`src/core/rsc_pkg.sv`:
```
`default_nettype none
package rsc_pkg;
   // Register byte addresses
   localparam logic [7:0] RSC_ADDR_CTRL = 8'h00;
   localparam logic [7:0] RSC_ADDR_NOMINAL = 8'h04;
   localparam logic [7:0] RSC_ADDR_UPPER = 8'h08;
   localparam logic [7:0] RSC_ADDR_LOWER = 8'h0c;
   localparam logic [7:0] RSC_ADDR_STATUS = 8'h10;
   localparam logic [7:0] RSC_ADDR_REF = 8'h14;
   localparam logic [7:0] RSC_ADDR_CMD = 8'h18;
   localparam logic [7:0] RSC_ADDR_TEL = 8'h20;
   localparam logic [7:0] RSC_ADDR_PEAK = 8'h40;
   localparam logic [7:0] RSC_PEAK_WIPE_CODE = 8'he3;
   // Control field positions
   localparam int RSC_CTRL_ON = 0;
   localparam logic RSC_ON_RESET = 1'b1;
   localparam logic [8:0] RSC_OFFSET_RESET = 9'h000;
   localparam logic [8:0] RSC_OFFSET_MAX = 9'h0fa;
   localparam logic [8:0] RSC_OFFSET_MIN = 9'h106;
   // Telemetry channel indices
   localparam int RSC_CH_VIN = 0;
   localparam int RSC_CH_VOUT = 1;
   localparam int RSC_CH_IIN = 2;
   localparam int RSC_CH_IOUT = 3;
   localparam int RSC_CH_TEMP = 4;
   localparam int RSC_NCH = 5;
   // Timing
   localparam int RSC_CLK_HZ = 100_000_000;
   localparam int RSC_FAST_HZ = 25;
   localparam int RSC_SLOW_HZ = 1;
   localparam int RSC_FAST_CYC = RSC_CLK_HZ / RSC_FAST_HZ;
   localparam int RSC_SLOW_CYC = RSC_CLK_HZ / RSC_SLOW_HZ;
   localparam int RSC_BLANK_SW_CYC = 16;
   localparam int RSC_PG_MAX_MS = 25;
   localparam int RSC_PG_MAX_CYC = RSC_PG_MAX_MS * (RSC_CLK_HZ / 1000);
   localparam int RSC_SYNC_TIMEOUT = 64;
   typedef enum logic [1:0] {RSC_MG_LOW, RSC_MG_NOM, RSC_MG_HIGH} rsc_margin_t;
   typedef enum logic [1:0] {RSC_MST_OFF, RSC_MST_STBY, RSC_MST_RUN} rsc_mode_t;
   typedef struct packed {
      logic ov;
      logic uv;
      logic win_ok;
      logic track_below;
   } rsc_cmp_t;
endpackage
`default_nettype wire

```
`src/core/rsc_mem.sv`:
```
`default_nettype none
module rsc_mem #(
   parameter int DEPTH = 8,
   parameter int WIDTH = 13
) (
   // Clock
   input wire logic clk,
   // Write port
   input wire logic we,
   input wire logic [$clog2(DEPTH)-1:0] waddr,
   input wire logic [WIDTH-1:0] wdata,
   // Read port
   input wire logic [$clog2(DEPTH)-1:0] raddr,
   output logic [WIDTH-1:0] rdata
);
   logic [WIDTH-1:0] mem [DEPTH];
   initial begin
      if (DEPTH < 2) $error("rsc_mem depth too small");
   end
   always_ff @(posedge clk) begin
      if (we) begin
         mem[waddr] <= wdata;
      end
      rdata <= mem[raddr];
   end
endmodule
`default_nettype wire

```
`src/core/rsc_top.sv`:
```
// Implementation choices: the placing of the registers and the APB interface to the registers.
`default_nettype none
// What this block does
// Signed 9-bit offset drives the reference converter, 0.1 percent per code.
// Reference steps one code toward target per slew tick.
// Nominal, upper and lower offsets held, margin pin selects one.
// Write-protect high blocks writes to the three offsets.
// Five 13-bit readings refreshed at 25 Hz, readable over bus.
// Each reading has a peak register with highest value since restart.
// Peaks restart on wipe command, peak write, or master run low.
// Track below reference selects tracking, else the reference.
// Discontinuous mode while tracking voltage is below reference.
// Window pin tied high selects the default plus/minus 10 percent window.
// Valid flag rise delayed by delay-pin count, at most 25 ms.
// Valid flag fall blanked for 16 switching cycles.
// Forced continuous during OV or UV, except while tracking.
// Master run low stops switching, control, converter and bus.
// Master shutdown returns written registers to power-on values.
// Standby stops regulation, bus stays, telemetry refresh 1 Hz.
// Standby refreshes only input voltage, output voltage, temperature.
// Rising on-bit clears faults and releases alert.
// Standby keeps all written registers.
// Switching needs master run, standby run and on-bit all high.
// On-bit set at power-on and master shutdown.
// Detected external sync clock selects external clock source.
// Nominal offset is two's complement, zero after power-up.
// Wipe command code clears all peaks, data ignored.
// Margin pin decoded continuously, 00 lower, 11 upper, 01 and 10 both nominal.
module rsc_top
   import rsc_pkg::*;
#(
   parameter int FAST_CYC = RSC_FAST_CYC,
   parameter int SLOW_CYC = RSC_SLOW_CYC,
   parameter int PG_MAX_CYC = RSC_PG_MAX_CYC,
   parameter int TW = 13
) (
   // Clock and reset
   input wire logic pclk,
   input wire logic presetn,
   // APB slave
   input wire logic psel,
   input wire logic penable,
   input wire logic pwrite,
   input wire logic [7:0] paddr,
   input wire logic [31:0] pwdata,
   output logic [31:0] prdata,
   output logic pready,
   output logic pslverr,
   // Pins
   input wire logic master_run_pin,
   input wire logic standby_run_pin,
   input wire logic write_protect_pin,
   input wire logic [1:0] margin_pin,
   input wire logic valid_window_pin,
   input wire logic [23:0] valid_delay_pin,
   input wire logic sync_pin,
   input wire logic slew_tick,
   input wire logic sw_cycle,
   input wire rsc_cmp_t cmp,
   // Converter interface
   input wire logic adc_done,
   input wire logic [TW-1:0] adc_data,
   output logic [2:0] adc_chan,
   output logic adc_start,
   // Outputs
   output logic [8:0] ref_dac,
   output logic switch_en,
   output logic disc_mode,
   output logic track_sel,
   output logic pg_default_win,
   output logic ext_clk_sel,
   output logic output_valid_flag,
   output logic alert_n,
   output logic fault_flag
);
   initial begin
      if (TW != 13 || FAST_CYC < 2 || SLOW_CYC < FAST_CYC) $error("bad params");
   end
   // ------------------------------------------------------------
   // Input synchronisers
   // ------------------------------------------------------------
   localparam int NS = 13;
   logic [NS-1:0] s1_r, s2_r;
   wire logic [NS-1:0] raw = {master_run_pin, standby_run_pin,
      write_protect_pin, margin_pin, valid_window_pin, sync_pin, slew_tick,
      sw_cycle, cmp};
   always_ff @(posedge pclk or negedge presetn) begin
      if (!presetn) begin
         s1_r <= '0;
         s2_r <= '0;
      end else begin
         s1_r <= raw;
         s2_r <= s1_r;
      end
   end
   wire logic mrun = s2_r[12];
   wire logic srun = s2_r[11];
   wire logic wp = s2_r[10];
   wire logic [1:0] mpin = s2_r[9:8];
   wire logic win_tied = s2_r[7];
   wire logic sync_s = s2_r[6];
   wire logic slew_s = s2_r[5];
   wire logic swc_s = s2_r[4];
   wire rsc_cmp_t cmp_s = rsc_cmp_t'(s2_r[3:0]);
   logic slew_d_r, swc_d_r, sync_d_r, mrun_d_r;
   always_ff @(posedge pclk or negedge presetn) begin
      if (!presetn) begin
         slew_d_r <= 1'b0;
         swc_d_r <= 1'b0;
         sync_d_r <= 1'b0;
         mrun_d_r <= 1'b0;
      end else begin
         slew_d_r <= slew_s;
         swc_d_r <= swc_s;
         sync_d_r <= sync_s;
         mrun_d_r <= mrun;
      end
   end
   wire logic slew_edge = slew_s & ~slew_d_r;
   wire logic swc_edge = swc_s & ~swc_d_r;
   wire logic sync_edge = sync_s & ~sync_d_r;
   wire logic mst_off = ~mrun;
   wire logic mrun_fall = mrun_d_r & ~mrun;
   // ------------------------------------------------------------
   // APB decode
   // ------------------------------------------------------------
   function automatic logic is_tel(input logic [7:0] a, input logic [7:0] b);
      return (a >= b) && (a < b + 8'(4 * RSC_NCH)) && (a[1:0] == 2'b00);
   endfunction
   wire logic acc = psel & penable & pready & ~mst_off;
   wire logic wr = acc & pwrite;
   wire logic [2:0] tidx = 3'(paddr[4:2]);
   logic on_r, on_d_r;
   logic [8:0] nom_r, up_r, lo_r;
   wire logic off_wr_ok = wr & ~wp;
   // Registers clear on master shutdown, kept in standby
   always_ff @(posedge pclk or negedge presetn) begin
      if (!presetn) begin
         on_r <= RSC_ON_RESET;
         nom_r <= RSC_OFFSET_RESET;
         up_r <= RSC_OFFSET_RESET;
         lo_r <= RSC_OFFSET_RESET;
      end else if (mst_off) begin
         on_r <= RSC_ON_RESET;
         nom_r <= RSC_OFFSET_RESET;
         up_r <= RSC_OFFSET_RESET;
         lo_r <= RSC_OFFSET_RESET;
      end else begin
         if (wr && paddr == RSC_ADDR_CTRL) begin
            on_r <= pwdata[RSC_CTRL_ON];
         end
         if (off_wr_ok && paddr == RSC_ADDR_NOMINAL) begin
            nom_r <= clamp(pwdata[8:0]);
         end
         if (off_wr_ok && paddr == RSC_ADDR_UPPER) begin
            up_r <= clamp(pwdata[8:0]);
         end
         if (off_wr_ok && paddr == RSC_ADDR_LOWER) begin
            lo_r <= clamp(pwdata[8:0]);
         end
      end
   end
   function automatic logic [8:0] clamp(input logic [8:0] v);
      if (!v[8] && v > RSC_OFFSET_MAX) return RSC_OFFSET_MAX;
      else if (v[8] && v < RSC_OFFSET_MIN) return RSC_OFFSET_MIN;
      else return v;
   endfunction
   // ------------------------------------------------------------
   // Margin select and reference ramp
   // ------------------------------------------------------------
   logic [8:0] target;
   always_comb begin
      case (mpin)
         2'b00: target = lo_r;
         2'b11: target = up_r;
         default: target = nom_r;
      endcase
   end
   always_ff @(posedge pclk or negedge presetn) begin
      if (!presetn) begin
         ref_dac <= RSC_OFFSET_RESET;
      end else if (mst_off) begin
         ref_dac <= RSC_OFFSET_RESET;
      end else if (slew_edge && ref_dac != target) begin
         if ($signed(target) > $signed(ref_dac)) begin
            ref_dac <= ref_dac + 9'h001;
         end else begin
            ref_dac <= ref_dac - 9'h001;
         end
      end
   end
   // ------------------------------------------------------------
   // Operating state
   // ------------------------------------------------------------
   rsc_mode_t mode_r;
   always_ff @(posedge pclk or negedge presetn) begin
      if (!presetn) begin
         mode_r <= RSC_MST_OFF;
      end else begin
         case (1'b1)
            mst_off: mode_r <= RSC_MST_OFF;
            (srun && on_r): mode_r <= RSC_MST_RUN;
            default: mode_r <= RSC_MST_STBY;
         endcase
      end
   end
   wire logic run = (mode_r == RSC_MST_RUN);
   always_ff @(posedge pclk or negedge presetn) begin
      if (!presetn) begin
         switch_en <= 1'b0;
         track_sel <= 1'b0;
         disc_mode <= 1'b0;
         pg_default_win <= 1'b0;
      end else begin
         switch_en <= run;
         track_sel <= run & cmp_s.track_below;
         // Forced continuous on OV/UV unless still tracking
         disc_mode <= run & (cmp_s.track_below |
            ~(cmp_s.ov | cmp_s.uv));
         pg_default_win <= win_tied;
      end
   end
   // ------------------------------------------------------------
   // External sync detection
   // ------------------------------------------------------------
   logic [6:0] sync_cnt_r;
   always_ff @(posedge pclk or negedge presetn) begin
      if (!presetn) begin
         sync_cnt_r <= '0;
         ext_clk_sel <= 1'b0;
      end else if (sync_edge) begin
         sync_cnt_r <= 7'(RSC_SYNC_TIMEOUT);
         ext_clk_sel <= 1'b1;
      end else if (sync_cnt_r != 7'h00) begin
         sync_cnt_r <= sync_cnt_r - 7'h01;
      end else begin
         ext_clk_sel <= 1'b0;
      end
   end
   // ------------------------------------------------------------
   // Output valid flag: delay on rise, blank on fall
   // ------------------------------------------------------------
   logic [23:0] pg_cnt_r;
   logic [4:0] blank_r;
   wire logic [23:0] dly = (valid_delay_pin > 24'(PG_MAX_CYC)) ?
      24'(PG_MAX_CYC) : valid_delay_pin;
   always_ff @(posedge pclk or negedge presetn) begin
      if (!presetn) begin
         pg_cnt_r <= '0;
         blank_r <= '0;
         output_valid_flag <= 1'b0;
      end else if (!run) begin
         pg_cnt_r <= '0;
         blank_r <= '0;
         output_valid_flag <= 1'b0;
      end else if (cmp_s.win_ok) begin
         blank_r <= '0;
         if (!output_valid_flag) begin
            if (pg_cnt_r >= dly) begin
               output_valid_flag <= 1'b1;
            end else begin
               pg_cnt_r <= pg_cnt_r + 24'h000001;
            end
         end
      end else begin
         pg_cnt_r <= '0;
         if (output_valid_flag && swc_edge) begin
            if (blank_r == 5'(RSC_BLANK_SW_CYC - 1)) begin
               output_valid_flag <= 1'b0;
            end else begin
               blank_r <= blank_r + 5'h01;
            end
         end
      end
   end
   // ------------------------------------------------------------
   // Faults and alert
   // ------------------------------------------------------------
   always_ff @(posedge pclk or negedge presetn) begin
      if (!presetn) begin
         on_d_r <= RSC_ON_RESET;
         fault_flag <= 1'b0;
         alert_n <= 1'b1;
      end else begin
         on_d_r <= on_r;
         if (run && (cmp_s.ov || cmp_s.uv)) begin
            fault_flag <= 1'b1;
            alert_n <= 1'b0;
         end else if (on_r && !on_d_r) begin
            fault_flag <= 1'b0;
            alert_n <= 1'b1;
         end
      end
   end
   // ------------------------------------------------------------
   // Telemetry sequencer and peaks
   // ------------------------------------------------------------
   logic [26:0] rate_cnt_r;
   logic [2:0] ch_r;
   logic busy_r;
   logic [TW-1:0] peak_r [RSC_NCH];
   wire logic slow = (mode_r == RSC_MST_STBY);
   wire logic [26:0] period = slow ? 27'(SLOW_CYC) : 27'(FAST_CYC);
   function automatic logic skip_ch(input logic [2:0] c, input logic s);
      return s && (c == 3'(RSC_CH_IIN) || c == 3'(RSC_CH_IOUT));
   endfunction
   always_ff @(posedge pclk or negedge presetn) begin
      if (!presetn) begin
         rate_cnt_r <= '0;
         ch_r <= '0;
         busy_r <= 1'b0;
         adc_start <= 1'b0;
         adc_chan <= 3'h7;
      end else if (mst_off) begin
         adc_chan <= 3'h7;
         rate_cnt_r <= '0;
         ch_r <= '0;
         busy_r <= 1'b0;
         adc_start <= 1'b0;
      end else begin
         adc_start <= 1'b0;
         if (!busy_r) begin
            if (rate_cnt_r >= period - 27'd1) begin
               rate_cnt_r <= '0;
               busy_r <= 1'b1;
               ch_r <= '0;
            end else begin
               rate_cnt_r <= rate_cnt_r + 27'd1;
            end
         end else if (ch_r == 3'(RSC_NCH)) begin
            busy_r <= 1'b0;
         end else if (skip_ch(ch_r, slow)) begin
            ch_r <= ch_r + 3'd1;
         end else if (!adc_start && adc_chan != ch_r) begin
            adc_chan <= ch_r;
            adc_start <= 1'b1;
         end else if (adc_done) begin
            ch_r <= ch_r + 3'd1;
            adc_chan <= 3'h7;
         end
      end
   end
   wire logic tel_we = busy_r & adc_done & ~mst_off & (adc_chan == ch_r);
   wire logic wipe = wr && paddr == RSC_ADDR_CMD &&
      pwdata[7:0] == RSC_PEAK_WIPE_CODE;
   genvar g;
   generate
      for (g = 0; g < RSC_NCH; g++) begin : g_peak
         wire logic hit = wr && paddr == RSC_ADDR_PEAK + 8'(4 * g);
         always_ff @(posedge pclk or negedge presetn) begin
            if (!presetn) begin
               peak_r[g] <= '0;
            end else if (mst_off || mrun_fall || wipe || hit) begin
               peak_r[g] <= '0;
            end else if (tel_we && ch_r == 3'(g) && adc_data > peak_r[g]) begin
               peak_r[g] <= adc_data;
            end
         end
      end
   endgenerate
   logic [TW-1:0] tel_rd;
   rsc_mem #(.DEPTH(8), .WIDTH(TW)) u_tel (
      .clk(pclk),
      .we(tel_we),
      .waddr(ch_r),
      .wdata(adc_data),
      .raddr(tidx),
      .rdata(tel_rd)
   );
   // ------------------------------------------------------------
   // APB response: two wait states so memory data is registered
   // ------------------------------------------------------------
   logic ph_r;
   always_ff @(posedge pclk or negedge presetn) begin
      if (!presetn) begin
         ph_r <= 1'b0;
         pready <= 1'b0;
         pslverr <= 1'b0;
         prdata <= '0;
      end else begin
         pready <= 1'b0;
         pslverr <= 1'b0;
         if (psel && penable && !pready) begin
            ph_r <= ~ph_r;
            if (ph_r) begin
               pready <= 1'b1;
               ph_r <= 1'b0;
               prdata <= '0;
               if (mst_off) begin
                  pslverr <= 1'b1;
               end else if (paddr == RSC_ADDR_CTRL) begin
                  prdata <= {31'h0, on_r};
               end else if (paddr == RSC_ADDR_NOMINAL) begin
                  prdata <= {23'h0, nom_r};
               end else if (paddr == RSC_ADDR_UPPER) begin
                  prdata <= {23'h0, up_r};
               end else if (paddr == RSC_ADDR_LOWER) begin
                  prdata <= {23'h0, lo_r};
               end else if (paddr == RSC_ADDR_STATUS) begin
                  prdata <= {24'h0, mode_r, ext_clk_sel, fault_flag,
                     output_valid_flag, switch_en, disc_mode, track_sel};
               end else if (paddr == RSC_ADDR_REF) begin
                  prdata <= {23'h0, ref_dac};
               end else if (paddr == RSC_ADDR_CMD) begin
                  prdata <= '0;
               end else if (is_tel(paddr, RSC_ADDR_TEL)) begin
                  prdata <= {19'h0, tel_rd};
               end else if (is_tel(paddr, RSC_ADDR_PEAK)) begin
                  prdata <= {19'h0, peak_r[tidx]};
               end else begin
                  pslverr <= 1'b1;
               end
            end
         end
      end
   end
endmodule
`default_nettype wire

```
`config.mk`:
```
export PLATFORM = sky130hd
export DESIGN_NAME = rsc_top
export DESIGN_NICKNAME = d
export VERILOG_FILES = /design/src/core/rsc_pkg.sv /design/src/core/rsc_mem.sv /design/src/core/rsc_top.sv
export SDC_FILE = /design/constraint.sdc
export NUM_CORES = 1
export LEC_CHECK = 0
export ABC_AREA = 1
export BUFFER_PORTS_ARGS = -buffer_cell sky130_fd_sc_hd__buf_2
export CAP_MARGIN = 0
export CORE_MARGIN = 5
export CORE_UTILIZATION = 50
export CTS_BUF_LIST = sky130_fd_sc_hd__clkbuf_4 sky130_fd_sc_hd__clkbuf_8 sky130_fd_sc_hd__clkbuf_16
export DETAILED_ROUTE_END_ITERATION = 10
export HOLD_SLACK_MARGIN = 0.05
export PLACE_DENSITY = 0.76
export SYNTH_ARGS = -nofsm -noshare
export SYNTH_HDL_FRONTEND = slang
export SYNTH_SLANG_ARGS = --single-unit
```
`constraint.sdc`:
```
create_clock -name pclk -period 4.9 [get_ports pclk]
set_clock_uncertainty 0.05 [all_clocks]
set_input_delay 0.49 -clock pclk [delete_from_list [all_inputs] [get_ports pclk]]
set_output_delay 0.49 -clock pclk [all_outputs]
set_load 0.01 [all_outputs]
```
Yosys cells after proc, flatten, opt, wreduce, memory -nomap -nowiden --
Memory sizes are Yosys's and may differ from the RTL's. A register that Yosys moved wholly into a read port is not among the register bits. Cells that the tools add are included.
Operators by class: $add $sub $neg 8, order comparisons 16, eq/ne operators 44, muxes and demuxes 105, bitwise operators 24, reduce and logical (&&, ||, !) cells 67
Operator list (count):
- $mux W13 | 22
- $mux W24 | 5
- $mux W27 | 4
- $mux W9 | 11
- $gt A13 B13 Y1 | 5
- $eq A8 B7 Y1 const B | 5
- $mux W1 | 40
- $bmux W13 S3 | 1
- $mux W3 | 13
- $logic_and A1 B1 Y1 | 36
- $add A27 B1 Y27 const B | 1
- $ge A27 B27 Y1 | 1
- $sub A27 B1 Y27 const B | 1
- $add A24 B1 Y24 const B | 1
- $eq A8 B5 Y1 const B | 3
- $ge A24 B24 Y1 | 1
- $gt A24 B22 Y1 const B | 1
- $mux W5 | 4
- $pmux W9 S2 | 1
- $eq A8 B4 Y1 const B | 2
- $and A1 B1 Y1 | 14
- $mux W7 | 2
- $reduce_bool A2 Y1 | 7
- $ne A2 B1 Y1 const B | 6
- 42 further kinds | 77
Storage, ports and cells: register bits 249, RAM bits 104, input port bits 96, output and inout port bits 55, word-level logic and storage cells 303, memories 1
Memory list:
- u_tel.mem | depth 8, width 13, rd ports 1, clocked after memory_dff 1, wr ports 1, RTL line rsc_mem.sv:16 | logic [WIDTH-1:0] mem [DEPTH];

Logic depth before layout (Yosys ltp) --
depth after elaboration 15, mapped depth 29, depth with buffers taken out 28

Hierarchy --
Synthesis repeated with hierarchy kept, for this count alone.
Second synthesis, totals: cells, all modules 2509, area total of the unflattened synthesis 20094.3 um2
By module, submodules not included:
- rsc_top | times used 1, cells each 2029, area each 15202.1 um2, sequential area each 5738.0 um2
- rsc_mem | times used 1, cells each 480, area each 4892.2 um2, sequential area each 3383.2 um2

Worst setup path before layout --
Ideal clock, no wire load.
path kind register to register, from register s2_r[8], to register ref_dac[8], library setup time 0.117 ns, arrival 3.431 ns, required time 4.733 ns, setup slack 1.302 ns, cell stages (with the launch flop) 30, buffers on the path 1, period minus slack after synthesis 3.598 ns, cell sequence dfrtp_1 inv_1 ha_1 inv_1 clkbuf_1 o211ai_1 o21ai_0 inv_1 ha_1 nand2_1 nand2_1 nand2_1 nand2_1 nand2_1 nand3_1 nand2_1 nand2_1 nand2_1 inv_1 fa_1 o21ai_0 nand2_1 nand2_1 nand2_1 nand2_1 inv_1 nand3_1 nand2_1 nand2_1 nand2_1
Between the ends: word-level cells in the longest chain between the ends 6, elaborated cells on any way between the ends 10, classes of those cells order compare: 1; eq/ne: 3; mux: 4; reduce/logical: 2
Ends and longest elaborated chain:
- from (decl) | RTL line rsc_top.sv:83 | logic [NS-1:0] s1_r, s2_r;
- from (signal assigned) | RTL line rsc_top.sv:93 | s2_r <= s1_r;
- $eq A2 B2 Y1 / $logic_not A2 Y1 (equally long branches) | RTL line rsc_top.sv:173 | case (mpin)
- $pmux W9 S2 (*) | RTL line rsc_top.sv:173
- $gt A9 B9 Y1 | RTL line rsc_top.sv:185 | if ($signed(target) > $signed(ref_dac)) begin
- $mux W9 | RTL line rsc_top.sv:185
- $mux W9 | RTL line rsc_top.sv:184 | end else if (slew_edge && ref_dac != target) begin
- $mux W9 | RTL line rsc_top.sv:182 | end else if (mst_off) begin
- to (signal assigned) | RTL line rsc_top.sv:186 | ref_dac <= ref_dac + 9'h001;
- to (signal assigned) | RTL line rsc_top.sv:188 | ref_dac <= ref_dac - 9'h001;
- to (decl) | RTL line rsc_top.sv:66 | output logic [8:0] ref_dac,
Mark *: on every way between the ends. The rest lies on a longest branch, timed or not. The select of a mux whose other input is x is not followed. A chain may end at the register's enable or synchronous reset.

Worst setup path after layout --
Ends and elaborated chain as after synthesis.

==> impl_metrics.json <==
{
  "final_max_slew_viol_count": 0,
  "cts-root-buf": "clkbuf_16",
  "totalWireLength_mm": 54.0,
  "htreeDepth": 2,
  "yosys-top-cells-area": "dfrtp_1 (28%), edfxtp_1 (16%), nand2_1 (12%)",
  "path_class": "flop to flop",
  "drt_pass1_iterations": 5,
  "grt-ovfl-total": 0,
  "ys_seq_area_share_pct": 46.5,
  "p_sw_mw": 2.15,
  "critPathSlowestCell": "fa_1",
  "die_w_um": 208,
  "drv_cap": 0,
  "relSlewSlack_pct": 38.2,
  "cts_tree": "yes",
  "first_iter_violations": 1829,
  "ys_ff_latch": 346,
  "reg2reg_slack_ns": 0.77,
  "cts_setup_buffers": 0,
  "die_h_um": 208,
  "timing.rr.end": "ref_dac[8]",
  "rows": 72,
  "synth_largest_area_cell": "dfrtp_1",
  "clkSinkCount": 346,
  "grt_pass1_vias": 16622,
  "die-area_um2": 43300,
  "num-nets-final": 2735,
  "synth.top_cell.area_share_pct": 28.4,
  "drive_above_1_share_pct": 9.85,
  "hold_viol": 0,
  "grt_usage_pct": 24.4,
  "netlist_area_um2": 19600,
  "period_share_pct": 84.3,
  "power_frac_comb_pct": 17.6,
  "grt_pass1_wl_mm": 86.6,
  "finalSetupTns_ns": 0,
  "cts_buffer_depth": 3,
  "mostFrequentLayoutCell": "nand2_1",
  "synthCells": 2406,
  "clkTransAtPathRegs_ns": 0.06,
  "syn_to_final_growth_pct": 12.0,
  "core_um2": 38700,
  "cp-end-kind": "flop",
  "holdCritStartpoint": "pwdata[0]",
  "port_buffers": 108,
  "dp_hpwl_mm": 37.5,
  "period_minus_slack_ns": 4.13,
  "final_antenna_net_count": 0,
  "cp_common_cell": "nand2_1",
  "crit_fanout": 15,
  "rsz0062_at_grt": "no",
  "swShare_pct": 29.1,
  "p_int_mw": 5.25,
  "gp_congestion": 0.946,
  "synth.avg_cell_area_um2": 8.15,
  "cpPeakStageDelay_ns": 0.40,
  "r2r_start": "s2_r[8]",
  "cts_buffers": 38,
  "vias_per_cell": 5.65,
  "r2r_cells": 23,
  "wl_per_cell_um": 17.7,
  "dominantRegCellSynth": "dfrtp_1",
  "finalPower_mw": 7.40,
  "grt_max_degree": 105,
  "cp-start-kind": "flop",
  "worstPathRequired_ns": 5.28,
  "min_to": "on_r",
  "start_util_pct": 50.6,
  "synth_warnings": 0,
  "synth.distinct_cells": 52,
  "setup_viol": 0,
  "worst_ir_drop_vdd_mv": 0.221,
  "route.detailed.drc": 0,
  "status": "finished clean",
  "leakage_nw": 10.1,
  "p_per_area_nw_per_um2": 337,
  "holdCritPathClass": "input port to flop",
  "vias": 17276,
  "layout_common_cells": "nand2_1 (652), inv_1 (237), dfrtp_1 (223)",
  "pwr-share-seq_pct": 43.5,
  "worstPathCellList": "inv_1 -> ha_1 -> inv_1 -> o211ai_1 -> o21ai_0 -> inv_1 -> ha_1 -> nand2_1 -> nor3_1 -> nand3_1 -> nand2_1 -> inv_1 -> fa_1 -> o21ai_0 -> nand2_1 -> nand2_1 -> nand2_1 -> nand2_1 -> inv_1 -> nand3_1 -> nand2_1 -> nand2_1 -> nand2_1",
  "max_freq_mhz": 242,
  "clockPowerShare_pct": 38.9,
  "antenna_found_initial": 2,
  "ctsResizeCount": 0,
  "ys_async_sr_fraction_pct": 66.2,
  "tightestPinTransition_ns": 0.928,
  "holdPathStages": 3,
  "worstPathArrival_ns": 4.51,
  "synth-edff-count": 104,
  "io_pins": 151,
  "clk_latency_ns": 0.55
}
-- state kept, by name (all words and copies together), names as in the netlist, 3 cells and up --
name	flops
adc_chan	3
blank_r	5
ch_r	3
lo_r	9
nom_r	9
peak_r	65
pg_cnt_r	24
prdata	13
rate_cnt_r	27
ref_dac	9
s1_r	13
s2_r	13
sync_cnt_r	7
u_tel.mem	104
u_tel.rdata	13
up_r	9
-- metrics by stage --
step	area [um2]	cells	setup WS, ns	hold slack (ns)	util [%]
floorplan	19700	2425	1.30	0.144	-
global placement	20600	2975	0.868	0.282	53.1
detailed placement	20600	2975	0.852	0.285	53.1
CTS	22000	3056	0.815	0.206	56.7
global route	22000	3056	0.341	0.234	56.7
finish	22000	3057	0.771	0.235	56.7
-- worst max-delay path, delay by kind of cell (launching register included) --
kind,cells,cell delay [ns]
AO/OA/AOI/OAI,3,0.64
adder cells (fa/ha/maj),3,1.03
buffers and inverters,5,0.60
flip-flops,1,0.36
AND/OR/NAND/NOR,12,1.33
-- power by group through the flow --
stage / Clock [mW] / Combinational [mW] / Sequential [mW]
floorplan: 0 / 0.892 / 3.24
global placement: 0 / 1.22 / 3.27
detailed placement: 0 / 1.27 / 3.28
CTS: 2.93 / 1.29 / 3.22
global route: 3.05 / 1.48 / 3.24
finish: 2.88 / 1.30 / 3.22
-- synthesized netlist by cell type (6+ instances only) --
cell and number:
dfstp_2 6, edfxtp_1 104, nand3_2 6, dfrtp_1 223, o21ai_1 27, o22ai_1 20
dfxtp_1 13, o21ai_0 73, a21oi_1 104, nor2_2 10, clkbuf_1 22, nor4_1 10
ha_1 127, buf_2 43, inv_1 237, inv_2 11, buf_4 25, a31oi_1 14
xnor2_1 17, nand2_1 652, a22oi_1 26, nand3_1 196, nand2_2 6, nand4_1 69
nor3_1 56, o211ai_1 8, xor2_1 25, nand3b_1 7, nor2_1 221
-- how the worst max path moves through the flow --
stage,from,to,depth (start not counted)
4_1_cts,s2_r[8],ref_dac[8],23
3_3_place_gp,s2_r[8],ref_dac[8],28
2_1_floorplan,s2_r[8],ref_dac[8],29
3_5_place_dp,s2_r[9],ref_dac[8],28
6_report,s2_r[8],ref_dac[8],23
5_1_grt,s2_r[8],ref_dac[8],28
-- area by class of cell --
type / instances / area (um2)
flip-flops and latches: 346 / 9120
repair buffers: 140 / 838
clock buffers: 53 / 1150
multi-input cells: 1734 / 9150
clock inverters: 14 / 111
inverters: 251 / 942
diodes: 1 / 2.50
well taps: 518 / 648
fillers: 3500 / 16800
-- per-layer routing --
layer | up-vias | wire [um] | GRT usage [%]
met4 | 2 | 1560 | 7.77
met3 | 108 | 5050 | 5.66
met1 | 8208 | 23000 | 33.7
li1 | 8215 | - | -
met2 | 743 | 24300 | 38.4
met5 | - | 13 | 0
-- what timing repair did --
item | CTS | global route
setup endpoints to repair | 0 | 0
hold buffers | 14 | 0
hold endpoints to repair | 114 | 0
-- kinds of logic (layout without fill, tap and decap cells) --
group / Yosys count / in the layout / share of synthesized area, %
AND/OR/NAND/NOR: 1246 / 1246 / 27.3
flip-flops: 346 / 346 / 46.5
buffers and inverters: 345 / 458 / 7.39
AO/OA/AOI/OAI: 297 / 297 / 8.66
adder cells (fa/ha/maj): 128 / 128 / 8.20
XOR/XNOR: 42 / 42 / 1.88
other: 2 / 22 / 0.0383
Note: power is estimated with default switching activity, not from simulation.
